<file path="config.mk">
export PLATFORM = sky130hd
export DESIGN_NAME = timer_pair_ctrl
export DESIGN_NICKNAME = d
export VERILOG_FILES = /design/src/logic/timer_pair_pkg.sv /design/src/logic/clk_noise_filter.sv /design/src/logic/timer_pair_ctrl.sv
export VERILOG_INCLUDE_DIRS = /design/src /design/src/logic
export SDC_FILE = /design/constraint.sdc
export NUM_CORES = 1
export LEC_CHECK = 0
export ABC_AREA = 1
export BUFFER_PORTS_ARGS = -buffer_cell sky130_fd_sc_hd__buf_2
export CORE_MARGIN = 1.5
export CORE_UTILIZATION = 52
export DETAILED_ROUTE_END_ITERATION = 12
export GPL_TIMING_DRIVEN = 0
export MAX_ROUTING_LAYER = met4
export PLACE_DENSITY = 0.77
export SLEW_MARGIN = 20
export SYNTH_ARGS = -nofsm -noshare
export SYNTH_HDL_FRONTEND = slang
export SYNTH_HIERARCHICAL = 1
export SYNTH_SLANG_ARGS = --single-unit
</file>
<file path="constraint.sdc">
create_clock -name i_clk -period 2.7 [get_ports i_clk]
set_input_delay 0.135 -clock i_clk [delete_from_list [all_inputs] [get_ports i_clk]]
set_output_delay 0.135 -clock i_clk [all_outputs]
set_load 0.01 [all_outputs]
</file>
<file path="src/logic/timer_pair_defs.svh">
// Constants of the timer pair control block: register offsets, bit positions, reset values.
// Assumes inclusion by its bare name from the package and the design modules.
// Function
// RL1: Width bit joins channels into 16-bit timer; the block only passes the bit out on o_pair_width_select.
// RL2: Rejector bit filters external clock input 1.
// RL3: Inverted channel 2 clock out when enabled.
// RL4: Channel 2 clock out when enabled.
// RL5: Run bit lets channel 2 count; resets stopped.
// RL6: Preset bit write-only, reads zero, 1 presets.
// RL7: Clock-select bit picks external or internal clock.
// RL8: Preset loads reload data; reload resets ones.
// RL9: Bit 5 reads zero, writes ignored.
`ifndef TIMER_PAIR_DEFS_SVH
`define TIMER_PAIR_DEFS_SVH
`define CTRL_OFFSET       16'hff38
`define RELOAD_OFFSET     16'hff3a
`define COUNT_OFFSET      16'hff3c
`define BIT_WIDTH_SEL     7
`define BIT_FILTER_EN     6
`define BIT_UNUSED        5
`define BIT_INV_OUT       4
`define BIT_CLK_OUT       3
`define BIT_RUN           2
`define BIT_PRESET        1
`define BIT_CLK_SRC       0
`define CTRL_RESET        8'h00
`define RELOAD_RESET      8'hff
`define CTRL_RW_MASK      8'hdd
`define FILTER_STAGES     3
`endif

</file>
<file path="src/logic/timer_pair_pkg.sv">
// Types shared by the timer pair control block.
// Assumes the constants header is on the include path.
package timer_pair_pkg;
  `include "timer_pair_defs.svh"
  typedef enum logic [1:0] {
    BUS_IDLE,
    BUS_ANSWER
  } bus_state_t;
endpackage

</file>
<file path="src/logic/clk_noise_filter.sv">
// External clock input conditioner with optional noise rejection.
// Assumes an asynchronous pin input and a single system clock.
`timescale 1ns/10ps
`include "timer_pair_defs.svh"
module clk_noise_filter
  import timer_pair_pkg::*;
#(
  parameter int STAGES = `FILTER_STAGES
) (
  input  wire logic i_clk,
  input  wire logic i_rst_b,
  input  wire logic i_pin,
  input  wire logic i_filter_en,
  output logic      o_level
);
  logic [2:0]        sync;
  logic [2:0]        next_sync;
  logic [STAGES-1:0] hist;
  logic [STAGES-1:0] next_hist;
  logic              level;
  logic              next_level;

  // Three-stage synchroniser; only stages two and three are compared.
  always_comb begin
    next_sync = {sync[1:0], i_pin};
    next_hist = {hist[STAGES-2:0], sync[2]};
    next_level = level;
    if (sync[1] == sync[2]) begin
      if (!i_filter_en) begin
        next_level = sync[2]; // RL2
      end else if (&{hist, sync[2]}) begin
        next_level = 1'b1; // RL2
      end else if (~|{hist, sync[2]}) begin
        next_level = 1'b0; // RL2
      end
    end
  end

  // Filtering costs STAGES cycles of latency, traded for glitch immunity.
  always_ff @(posedge i_clk or negedge i_rst_b) begin
    if (!i_rst_b) begin
      sync  <= 3'h0;
      hist  <= '0;
      level <= 1'b0;
    end else begin
      sync  <= next_sync;
      hist  <= next_hist;
      level <= next_level;
    end
  end

  assign o_level = level;
endmodule

</file>
<file path="src/logic/timer_pair_ctrl.sv">
// Control register and channel 2 counter of a programmable timer pair, with an Avalon-MM slave.
// Assumes one 100 MHz clock, an internal count enable pulse and an asynchronous external clock pin.
`timescale 1ns/10ps
`include "timer_pair_defs.svh"
module timer_pair_ctrl
  import timer_pair_pkg::*;
#(
  parameter int FILTER_STAGES = `FILTER_STAGES
) (
  input  wire logic        i_clk,
  input  wire logic        i_rst_b,
  input  wire logic [15:0] i_address,
  input  wire logic        i_read,
  input  wire logic        i_write,
  input  wire logic [7:0]  i_writedata,
  output logic [7:0]       o_readdata,
  output logic             o_waitrequest,
  input  wire logic        i_int_clk_en,
  input  wire logic        i_ext_clk1,
  output logic             o_pair_width_select,
  output logic [7:0]       o_ch2_count,
  output logic             o_ch2_clk_out,
  output logic             o_ch2_inv_clk_out
);
  bus_state_t  state;
  bus_state_t  next_state;
  logic [7:0]  ctrl;
  logic [7:0]  next_ctrl;
  logic [7:0]  reload;
  logic [7:0]  next_reload;
  logic [7:0]  count;
  logic [7:0]  next_count;
  logic [7:0]  rdata;
  logic [7:0]  next_rdata;
  logic        tclk;
  logic        next_tclk;
  logic        ext_q;
  logic        next_ext_q;
  logic        ext_level;
  logic        tick;
  logic        preset_req;
  logic        bus_commit;
  logic        hit_ctrl;
  logic        hit_reload;
  logic        hit_count;
  logic        clk_out;
  logic        next_clk_out;
  logic        inv_clk_out;
  logic        next_inv_clk_out;

  // One compare serves every decoder below, so a change of the address width touches one place.
  function automatic logic addr_hit(input logic [15:0] addr, input logic [15:0] offset);
    addr_hit = (addr == offset);
  endfunction

  // The storable image of the control byte: the preset bit and the unused bit are never kept.
  // Using the same mask on write and on read keeps both bits at zero whatever software writes.
  function automatic logic [7:0] ctrl_image(input logic [7:0] value);
    ctrl_image = value & `CTRL_RW_MASK;
  endfunction

  // Byte selects of the three mapped locations; every other address is a hole.
  assign hit_ctrl   = addr_hit(i_address, `CTRL_OFFSET);
  assign hit_reload = addr_hit(i_address, `RELOAD_OFFSET);
  assign hit_count  = addr_hit(i_address, `COUNT_OFFSET);

  // A write commits only in the answer cycle, the one edge at which the master sees waitrequest low.
  assign bus_commit = (state == BUS_ANSWER) && i_write;

  // External clock input 1, filtered or bypassed by the rejector bit.
  clk_noise_filter #(
    .STAGES (FILTER_STAGES)
  ) u_filter (
    .i_clk       (i_clk),
    .i_rst_b     (i_rst_b),
    .i_pin       (i_ext_clk1),
    .i_filter_en (ctrl[`BIT_FILTER_EN]),
    .o_level     (ext_level)
  );

  // Edge detector state. It resets low like the filter output, so lifting reset shows no false edge.
  always_comb begin
    next_ext_q = ext_level;
  end

  // Registers the previous level of the conditioned external clock.
  always_ff @(posedge i_clk or negedge i_rst_b) begin
    if (!i_rst_b) begin
      ext_q <= 1'b0;
    end else begin
      ext_q <= next_ext_q;
    end
  end

  // Count source: rising edge of the conditioned external clock, or the internal enable.
  // The internal enable must be a single-cycle pulse; a held enable counts on every cycle.
  assign tick = ctrl[`BIT_CLK_SRC] ? (ext_level & ~ext_q) : i_int_clk_en; // RL7

  // A committed control write with the preset bit set is a one-cycle preset request.
  // The bit itself is never stored, so there is nothing to clear afterwards.
  assign preset_req = bus_commit && hit_ctrl && i_writedata[`BIT_PRESET]; // RL6

  // Bus slave: every access answers in the cycle after it is seen, so waitrequest drops then.
  // Read data is captured when the request is taken and stands until the next read.
  // The fixed single wait state keeps the decoder off the path from address to read data.
  always_comb begin
    next_state = state;
    next_rdata = rdata;
    unique case (state)
      BUS_IDLE: begin
        if (i_read || i_write) begin
          next_state = BUS_ANSWER;
        end
        if (i_read) begin
          if (hit_ctrl) begin
            next_rdata = ctrl_image(ctrl); // RL6 RL9
          end else if (hit_reload) begin
            next_rdata = reload;
          end else if (hit_count) begin
            next_rdata = count;
          end else begin
            next_rdata = 8'h00;
          end
        end
      end
      BUS_ANSWER: begin
        next_state = BUS_IDLE;
      end
    endcase
  end

  // Bus slave state and read data register.
  always_ff @(posedge i_clk or negedge i_rst_b) begin
    if (!i_rst_b) begin
      state <= BUS_IDLE;
      rdata <= 8'h00;
    end else begin
      state <= next_state;
      rdata <= next_rdata;
    end
  end

  // Register file: writes to holes are dropped, and the control byte keeps only its storable bits.
  always_comb begin
    next_ctrl   = ctrl;
    next_reload = reload;
    if (bus_commit) begin
      if (hit_ctrl) begin
        next_ctrl = ctrl_image(i_writedata); // RL9
      end else if (hit_reload) begin
        next_reload = i_writedata;
      end
    end
  end

  // Control resets to all zero, so after reset the counter is stopped and both clock outputs are off.
  // Reload resets to all ones, so a preset before any reload write loads 0xff.
  always_ff @(posedge i_clk or negedge i_rst_b) begin
    if (!i_rst_b) begin
      ctrl   <= `CTRL_RESET; // RL1 RL2 RL5 RL7
      reload <= `RELOAD_RESET; // RL8
    end else begin
      ctrl   <= next_ctrl;
      reload <= next_reload;
    end
  end

  // Down counter; a preset wins over counting in the same cycle. At zero the next tick reloads
  // and toggles the channel clock, so one channel clock period spans two reload intervals.
  // A preset does not touch the channel clock, so its phase survives a restart.
  always_comb begin
    next_count = count;
    next_tclk  = tclk;
    if (preset_req) begin
      next_count = reload; // RL8
    end else if (ctrl[`BIT_RUN] && tick) begin // RL5
      if (count == 8'h00) begin
        next_count = reload;
        next_tclk  = ~tclk;
      end else begin
        next_count = count - 8'h01;
      end
    end
  end

  // Counter and channel clock registers.
  always_ff @(posedge i_clk or negedge i_rst_b) begin
    if (!i_rst_b) begin
      count <= 8'h00;
      tclk  <= 1'b0;
    end else begin
      count <= next_count;
      tclk  <= next_tclk;
    end
  end

  // Clock outputs come from flops so a control write and an underflow on one edge cannot glitch the pins.
  // They are built from next values, so they change on the same edge as the bits that gate them.
  always_comb begin
    next_clk_out     = next_ctrl[`BIT_CLK_OUT] & next_tclk; // RL4
    next_inv_clk_out = next_ctrl[`BIT_INV_OUT] & ~next_tclk; // RL3
  end

  // Clock output registers; both pins are low during reset.
  always_ff @(posedge i_clk or negedge i_rst_b) begin
    if (!i_rst_b) begin
      clk_out     <= 1'b0;
      inv_clk_out <= 1'b0;
    end else begin
      clk_out     <= next_clk_out;
      inv_clk_out <= next_inv_clk_out;
    end
  end

  // Waitrequest is high except in the answer cycle; it is decoded from the state flop alone.
  // The block does not chain the two channels itself; the width bit is only passed out.
  assign o_waitrequest       = (state != BUS_ANSWER);
  assign o_readdata          = rdata;
  assign o_ch2_count         = count;
  assign o_pair_width_select = ctrl[`BIT_WIDTH_SEL]; // RL1
  assign o_ch2_clk_out       = clk_out;
  assign o_ch2_inv_clk_out   = inv_clk_out;
endmodule

</file>
Yosys cells after proc, flatten, opt, wreduce, memory -nomap -nowiden
Index checks and enable logic that the tools add are counted.

Register bits: 43. Output and inout port bits: 20. Input port bits: 30. Logic and storage cells: 60.

Muxes and demuxes: 17. Reductions and logical operators: 14. Equal/unequal tests: 8. $add $sub $neg: 1. Bitwise gates (word level): 7.

Operators with widths (number): $eq 16x16->1 const B (3); $mux 8 (6); $mux 5 (2); $logic_not 8->1 (1); $sub 8x1->8 const B (1); $mux 1 (7); $reduce_and 2->1 (3); $logic_and 1x1->1 (4); $not 1->1 (4); $pmux 2 s2 (1); $reduce_and 4->1 (1); $reduce_or 4->1 (1); $and 1x1->1 (3); $ne 3x2->1 const B (1); $reduce_and 3->1 (1); $eq 2x1->1 const B (1); $logic_not 2->1 (1); $mux 2 (1); $ne 2x1->1 const B (1); $ne 2x2->1 const B (1); $reduce_bool 2->1 (1); $eq 1x1->1 (1); $logic_or 1x1->1 (1).

Logic depth before layout (Yosys ltp)
Gate-level depths: netlist (run 1).

Word-level depth: 8. Depth in mapped cells: 11. Gate-level depth less buffers: 11.

By module
Netlist (run 1), hierarchy kept.

Modules (own cells, without submodules): timer_pair_ctrl (cells each 290, area each 2133.3 µm², instances 1); clk_noise_filter (cells each 21, area each 237.7 µm², instances 1).

Worst setup path after synthesis (run 1)
Ideal clock, no wire load.

Kind: reg-to-reg. Start: register count[0], in the netlist o_ch2_count[0]. End: register clk_out, in the netlist o_ch2_clk_out. Arrival time: 1.472 ns. Period minus slack after synthesis: 1.594 ns. Path buffers: 1. Cell stages (with the launch flop): 10. Slack: 1.106 ns. Path through: dfrtp_1 > inv_1 > ha_1 > nor3b_4 > nand2_2 > buf_6 > nor2_4 > nand3_2 > nand2_2 > nor2_2.

Cells in the longest elaborated chain, start to end: 5.

RTL lines: start, declared (RTL line timer_pair_ctrl.sv:31) `logic [7:0] count;`; start signal, assigned (RTL line timer_pair_ctrl.sv:192) `count <= next_count;`; $logic_not 8->1 (RTL line timer_pair_ctrl.sv:177) `if (count == 8'h00) begin`; $mux 1 (RTL line timer_pair_ctrl.sv:177); $mux 1 (RTL line timer_pair_ctrl.sv:176) `` end else if (ctrl[`BIT_RUN] && tick) begin ``; $mux 1 (RTL line timer_pair_ctrl.sv:174) `if (preset_req) begin`; $and 1x1->1 (RTL line timer_pair_ctrl.sv:200) `` next_clk_out = next_ctrl[`BIT_CLK_OUT] & next_tclk; ``; net next_clk_out (RTL line timer_pair_ctrl.sv:47) `logic next_clk_out;`; end signal, assigned (RTL line timer_pair_ctrl.sv:210) `clk_out <= next_clk_out;`; end, declared (RTL line timer_pair_ctrl.sv:46) `logic clk_out;`.

The timed path passes the listed nets, and every way through them passes these cells. A chain may end at the register's enable or synchronous reset.

Final worst setup path (run 1)
Same ends and word-level chain as after synthesis.

==> flow_metrics.env, run 1 <==
export IMPL_route_vias_total=2205
export IMPL_die_w_um=70.5
export IMPL_status="complete, but fails checks"
export IMPL_yosysTopAreaCellShare_pct=35.9
export IMPL_mapped_cell_area_mm2=0.00237
export IMPL_worst_setup_path_type="reg -> reg"
export IMPL_dieHeight_um=70.5
export IMPL_max_slew_worst_pin_slew_ns=0.916
export IMPL_switching_share_pct=36.9
export IMPL_failed_checks="hold timing"
export IMPL_clkLatencyLatePin_ns=0.29
export IMPL_ys_seq_elements=42
export IMPL_layout_commonest_cell="sky130_fd_sc_hd__nand2_1"
export IMPL_cts_resized=0
export IMPL_cp_required_ns=2.93
export IMPL_synth_cell_types=32
export IMPL_setup_viol=0
export IMPL_worst_r2r_setup_slack_ns=0.93
export IMPL_grt_first_pass_wirelength_mm=9.71
export IMPL_clock_tree_from_tritoncts="built"
export IMPL_worst_slew_margin_rel_pct=39.0
export IMPL_worst_setup_end_kind="flop"
export IMPL_dr_pass1_iters=5
export IMPL_cell_with_the_biggest_individual_delay_on_the_critical_path="sky130_fd_sc_hd__dfrtp_1"
export IMPL_postSynthNetCount=343
export IMPL_multi_input_gate_area_in_the_final_layout_mm2=0.00108
export IMPL_post_synth_main_area_contributors="sky130_fd_sc_hd__dfrtp_1 36%, sky130_fd_sc_hd__nand2_1 17%, sky130_fd_sc_hd__dfstp_2 8.9%"
export IMPL_seq_power_share_pct=41.6
export IMPL_fp_dieArea_mm2=0.00497
export IMPL_wl_per_cell_um=13.2
export IMPL_num_fill_cells=405
export IMPL_cts_htree_levels=2
export IMPL_timing_critical_path_cells="inv_1 -> ha_1 -> nor3b_4 -> nand2_2 -> buf_6 -> nor2_4 -> nand2_1 -> nand2_2 -> nand2_2 -> nor2_2"
export IMPL_final_wirelength_mm=5.54
export IMPL_rsz0062_at_grt="false"
export IMPL_post_synth_inst_count=311
export IMPL_path_clk_slew_ns=0.08
export IMPL_cts_repair_timing_setup_buffer_count=0
export IMPL_grt_pass1_vias=2172
export IMPL_max_clock_freq_mhz=565
export IMPL_dpl_hpwl_mm=4.17
export IMPL_hold_worst_slack_ns=-0.0353
export IMPL_switching_power_w=0.000739
export IMPL_worst_path_most_repeated_cell="sky130_fd_sc_hd__nand2_2"
export IMPL_final_layout_size_suffix_gt1_share_pct=26.6
export IMPL_antenna_found_initial=0
export IMPL_p_clk_share_pct=24.8
export IMPL_gp_congestion=0.860
export IMPL_gr_total_overflow=0
export IMPL_power_report_internal_total_w=0.00126
export IMPL_area_growth_syn_to_layout_pct=18.2
export IMPL_worst_hold_path_type="in -> async"
export IMPL_mapped_avg_cell_area_um2=7.62
export IMPL_power_dens_cells_mw_per_mm2=714
export IMPL_maximum_number_of_pins_on_one_net_before_global_route_repair=43
export IMPL_cp_slowest_stage_delay_ns=0.44
export IMPL_post_route_drc_count=0
export IMPL_numCtsBuffers=5
export IMPL_commonest_cells_after_routing_fill_and_taps_aside="108 x sky130_fd_sc_hd__nand2_1, 50 x sky130_fd_sc_hd__buf_2, 42 x sky130_fd_sc_hd__inv_1, 34 x sky130_fd_sc_hd__dfrtp_1, 28 x sky130_fd_sc_hd__nand3_1"
export IMPL_row_count=24
export IMPL_synth_seq_area_share_pct=44.7
export IMPL_vias_per_cell=5.24
export IMPL_comb_power_share_pct=33.7
export IMPL_coreArea_mm2=0.00438
export IMPL_pin_count=50
export IMPL_cts_sinks=42
export IMPL_final_nets=400
export IMPL_diodes=0
export IMPL_setup_total_negative_slack_ns=0
export IMPL_final_core_utilization_pct=63.9
export IMPL_cts_root_buffer="sky130_fd_sc_hd__clkbuf_8"
export IMPL_initial_utilization_pct=54.1
export IMPL_warnings_from_yosys=6
export IMPL_clock_skew_ns=0.00450
export IMPL_ant_nets=0
export IMPL_final_min_period_ns=1.77
export IMPL_power_ir_vdd_worst_mv=0.486
export IMPL_cp_max_fo=10
export IMPL_tcrit_tclk_final_pct=65.5
export IMPL_initialDrtViolationCount=201
export IMPL_grt_util_all_layers_pct=25.4
export IMPL_leakage_nw=1.55
export IMPL_number_of_hold_violations_in_the_final_report=34
export IMPL_worstSetupStartpointType="flop"
export IMPL_report_final_slew_viol_count=0
export IMPL_cp_data_arrival_time_ns=2.00
export IMPL_cts_root_to_sink_buffers=2
export IMPL_port_buffer_count=49
export IMPL_post_synth_top_area_cell="sky130_fd_sc_hd__dfrtp_1"
export IMPL_area_occupied_by_registers_mm2=0.00106
export IMPL_drv_max_cap_violation_count=0
worst paths after layout:
kind                            cells past startpoint        startpoint               end
min in group i_clk                                  3    i_writedata[5]         reload[5]
worst max-delay path                               10    o_ch2_count[0]     o_ch2_clk_out
worst min-delay path                                1           i_rst_b    o_ch2_count[1]
worst max register to register                     10    o_ch2_count[0]     o_ch2_clk_out
worst min register to register                      0  u_filter/sync[0]  u_filter/sync[1]
max in group asynchronous                           1           i_rst_b    o_ch2_count[3]
flip-flops by register name, indices dropped and copies added, names as in the netlist:
signal             count
o_readdata             8
ctrl                   6
reload                 8
o_ch2_clk_out          1
state                  1
u_filter/hist          3
u_filter/o_level       1
u_filter/sync          3
tclk                   1
o_ch2_count            8
o_ch2_inv_clk_out      1
ext_q                  1
power by group through the flow:
stage	clock, W	combinational [W]	sequential, W
6_report	0.000495	0.000673	0.000831
5_1_grt	0.000523	0.000783	0.000847
4_1_cts	0.000502	0.000673	0.000832
3_5_place_dp	0	0.000667	0.000841
3_3_place_gp	0	0.000649	0.000838
2_1_floorplan	0	0.000444	0.000849
critical path: cells and delay by family (launching register included):
| family | cells | cell delay (ns) |
|---|---|---|
| adder cells (fa/ha/maj) | 1 | 0.17 |
| AND/OR/NAND/NOR | 7 | 0.78 |
| flip-flops | 1 | 0.44 |
| buffers and inverters | 2 | 0.32 |
logic make-up after synthesis:
family,after synthesis,synth area share (%)
AOI/OAI and AO/OA,28,6.54
xor gates and xnor gates,3,1.11
adders and majority gates,2,1.06
buffers and inverters,53,9.71
DFF,42,44.7
and+or+nand+nor,183,36.8
repair_timing:
item | CTS | global route
setup endpoints to repair | 0 | 0
hold buffers | 1 | 0
endpoints found under the hold margin | 1 | 0
per-stage QoR:
step | power, W | setup WS [ns] | cell area (µm²) | hold WS [ns] | cells
finish | 0.00200 | 0.930 | 2800 | -0.0353 | 421
detailed placement | 0.00151 | 0.947 | 2680 | 0.245 | 412
floorplan | 0.00129 | 1.11 | 2370 | -0.161 | 311
global placement | 0.00149 | 0.970 | 2680 | 0.244 | 412
CTS | 0.00201 | 0.934 | 2800 | 0.00184 | 421
global route | 0.00215 | 0.820 | 2800 | 0.0465 | 421
layout make-up:
| class | instances | area share, % |
|---|---|---|
| sequential | 42 | 37.9 |
| inverter | 48 | 6.57 |
| clock buffer | 6 | 2.59 |
| multi-input combinational | 216 | 38.5 |
| tap | 52 | 2.32 |
| clock inverter | 2 | 1.34 |
| buffer | 5 | 1.65 |
| timing repair buffer | 50 | 9.11 |
cell usage after synthesis, drive strengths merged:
cell / n
o211ai: 2
xor2: 3
o22ai: 2
ha: 2
a21oi: 7
nor3: 3
buf: 5
o21ai: 17
nor2: 23
nand3: 31
and2: 1
nand4: 8
dfrtp: 34
nand2: 116
clkinv: 1
dfstp: 8
nor3b: 1
inv: 47
routing by layer:
layer  global-route usage (%)  vias to the layer above  wire [µm]
met4                     7.48                        0         89
met1                     33.1                     1046       2370
met5                        -                        -          0
li1                         -                     1085          -
met2                     40.7                       63       2720
met3                     4.91                       11        354
Power figures use the tool's default switching activity.
==> inputs of run 2 (changes only) <==
==> constraint.sdc (replaced) <==
create_clock -name i_clk -period 1.8 [get_ports i_clk]
set_input_delay 0.09 -clock i_clk [delete_from_list [all_inputs] [get_ports i_clk]]
set_output_delay 0.09 -clock i_clk [all_outputs]
set_load 0.01 [all_outputs]
==> flow_metrics.env, run 2 (synthesis results as in run 1) <==
export IMPL_worst_hold_startpoint="i_writedata[5]"
export IMPL_initialDrtViolationCount=210
export IMPL_vias_per_cell=5.20
export IMPL_worstSetupStartpointType="flop"
export IMPL_clkLatencyLatePin_ns=0.29
export IMPL_clock_skew_ns=0.00560
export IMPL_initial_utilization_pct=54.1
export IMPL_cp_required_ns=2.03
export IMPL_commonest_cells_after_routing_fill_and_taps_aside="108 x sky130_fd_sc_hd__nand2_1, 50 x sky130_fd_sc_hd__buf_2, 42 x sky130_fd_sc_hd__inv_1, 34 x sky130_fd_sc_hd__dfrtp_1, 28 x sky130_fd_sc_hd__nand3_1"
export IMPL_clock_tree_from_tritoncts="built"
export IMPL_port_buffer_count=49
export IMPL_die_w_um=70.5
export IMPL_dieHeight_um=70.5
export IMPL_cp_slowest_stage_delay_ns=0.43
export IMPL_detailroute_wirelength_met3_um=335
export IMPL_antenna_found_initial=0
export IMPL_route_vias_total=2206
export IMPL_worst_setup_end_kind="flop"
export IMPL_max_clock_freq_mhz=593
export IMPL_numCtsBuffers=5
export IMPL_worst_path_most_repeated_cell="sky130_fd_sc_hd__nand2_2"
export IMPL_row_count=24
export IMPL_final_wirelength_mm=5.59
export IMPL_area_growth_syn_to_layout_pct=19.2
export IMPL_crit_reg2reg_launch="o_ch2_count[0]"
export IMPL_layout_commonest_cell="sky130_fd_sc_hd__nand2_1"
export IMPL_fp_dieArea_mm2=0.00497
export IMPL_final_setup_worst_slack_ns=0.114
export IMPL_report_final_slew_viol_count=0
export IMPL_status="finished clean"
export IMPL_routed_top_layer="met4"
export IMPL_power_ir_vdd_worst_mv=0.732
export IMPL_grt_util_all_layers_pct=25.4
export IMPL_final_layout_size_suffix_gt1_share_pct=26.9
export IMPL_cp_max_fo=10
export IMPL_total_power_w=0.00303
export IMPL_leakage_nw=1.57
export IMPL_worst_setup_path_type="reg -> reg"
export IMPL_wl_per_cell_um=13.2
export IMPL_rsz0062_at_grt="false"
export IMPL_setup_viol=0
export IMPL_path_clk_slew_ns=0.08
export IMPL_dr_pass1_iters=4
export IMPL_post_route_drc_count=0
export IMPL_cts_root_buffer="sky130_fd_sc_hd__clkbuf_8"
export IMPL_grt_first_pass_wirelength_mm=9.71
export IMPL_drv_max_cap_violation_count=0
export IMPL_cts_htree_levels=2
export IMPL_worst_slew_margin_rel_pct=39.0
export IMPL_cts_root_to_sink_buffers=2
export IMPL_tcrit_tclk_final_pct=93.7
export IMPL_timing_critical_path_cells="inv_1 -> ha_1 -> nor3b_4 -> nand2_2 -> buf_6 -> nor2_4 -> nand2_1 -> nand2_2 -> nand2_2 -> nor2_2"
export IMPL_coreArea_mm2=0.00438
export IMPL_pre_cts_slack_ns=0.0466
export IMPL_pin_count=50
export IMPL_power_dens_cells_mw_per_mm2=1070
export IMPL_cell_with_the_biggest_individual_delay_on_the_critical_path="sky130_fd_sc_hd__dfrtp_1"
export IMPL_worst_hold_path_type="in -> reg"
export IMPL_cp_data_arrival_time_ns=1.92
export IMPL_detail_route_wirelength_met1_mm=2.45
export IMPL_routed_wl_met2_mm=2.71
export IMPL_maximum_number_of_pins_on_one_net_before_global_route_repair=43
export IMPL_cts_resized=0
export IMPL_max_slew_worst_pin_slew_ns=0.914
export IMPL_final_min_period_ns=1.69
export IMPL_gp_congestion=0.860
export IMPL_cts_sinks=42
export IMPL_setup_total_negative_slack_ns=0
export IMPL_number_of_hold_violations_in_the_final_report=0
export IMPL_grt_pass1_vias=2172
export IMPL_gr_total_overflow=0
export IMPL_dpl_hpwl_mm=4.17
export IMPL_worst_setup_path_startpoint="o_ch2_count[0]"
export IMPL_final_nets=403
export IMPL_diodes=0
export IMPL_ant_nets=0
## run 2: cell types whose count changed in the layout (fill, tap and decap cells not counted), sizes merged
cell,change
buf,+2
dlygate4sd3,+1
## run 2: path summary, 6_finish.rpt
path,to,slack [ns],cells past startpoint
worst max register to register,o_ch2_clk_out,0.11,10
min in group asynchronous,o_ch2_count[1],0.46,2
worst min register to register,u_filter/sync[1],0.36,0
max in group asynchronous,o_ch2_count[3],0.77,2
worst min-delay path,reload[5],0.006,3
worst max-delay path,o_ch2_clk_out,0.11,10
## run 2: critical path, delay by kind of cell, from the launching register on
family,cells,cell delay [ns]
flops,1,0.43
buf+inv,2,0.31
simple gates,7,0.71
fa+ha+maj,1,0.17
## run 2: area by class of cell
cell class	count	area, µm²
fillers	406	1560
multi-input cells	216	1080
clock buffers	6	72.6
well taps	52	65.1
clock inverters	2	37.5
repair buffers	53	280
flip-flops and latches	42	1060
inverters	48	184
plain buffers	5	46.3
## run 2: power by group
group | internal [W] | switching [W] | total, W
Clock | 0.000414 | 0.000331 | 0.000745
Sequential | 0.00107 | 0.000175 | 0.00125
Combinational | 0.000429 | 0.000609 | 0.00104
Total | 0.00191 | 0.00111 | 0.00303
## run 2: metal layers
layer  vias up  GRT usage (%)
li1       1092              -
met1      1034           33.1
met2        71           40.7
met3         9           4.91
met4         0           7.48
met5         -              -
## run 2: metrics by stage
step | cells | instance area (µm²) | util (%) | hold WS [ns]
floorplan | 311 | 2370 | - | -0.206
global placement | 412 | 2680 | 61.2 | 0.199
detailed placement | 412 | 2680 | 61.2 | 0.200
CTS | 422 | 2810 | 64.1 | 0.00731
global route | 424 | 2830 | 64.5 | 0.0159
finish | 424 | 2830 | 64.5 | 0.00560
## run 2: what timing repair did
action | in CTS | in global routing
endpoints found under the hold margin | 35 | 0
setup buffers | 0 | 2
hold buffers | 2 | 0
endpoints found under the setup margin | 0 | 10
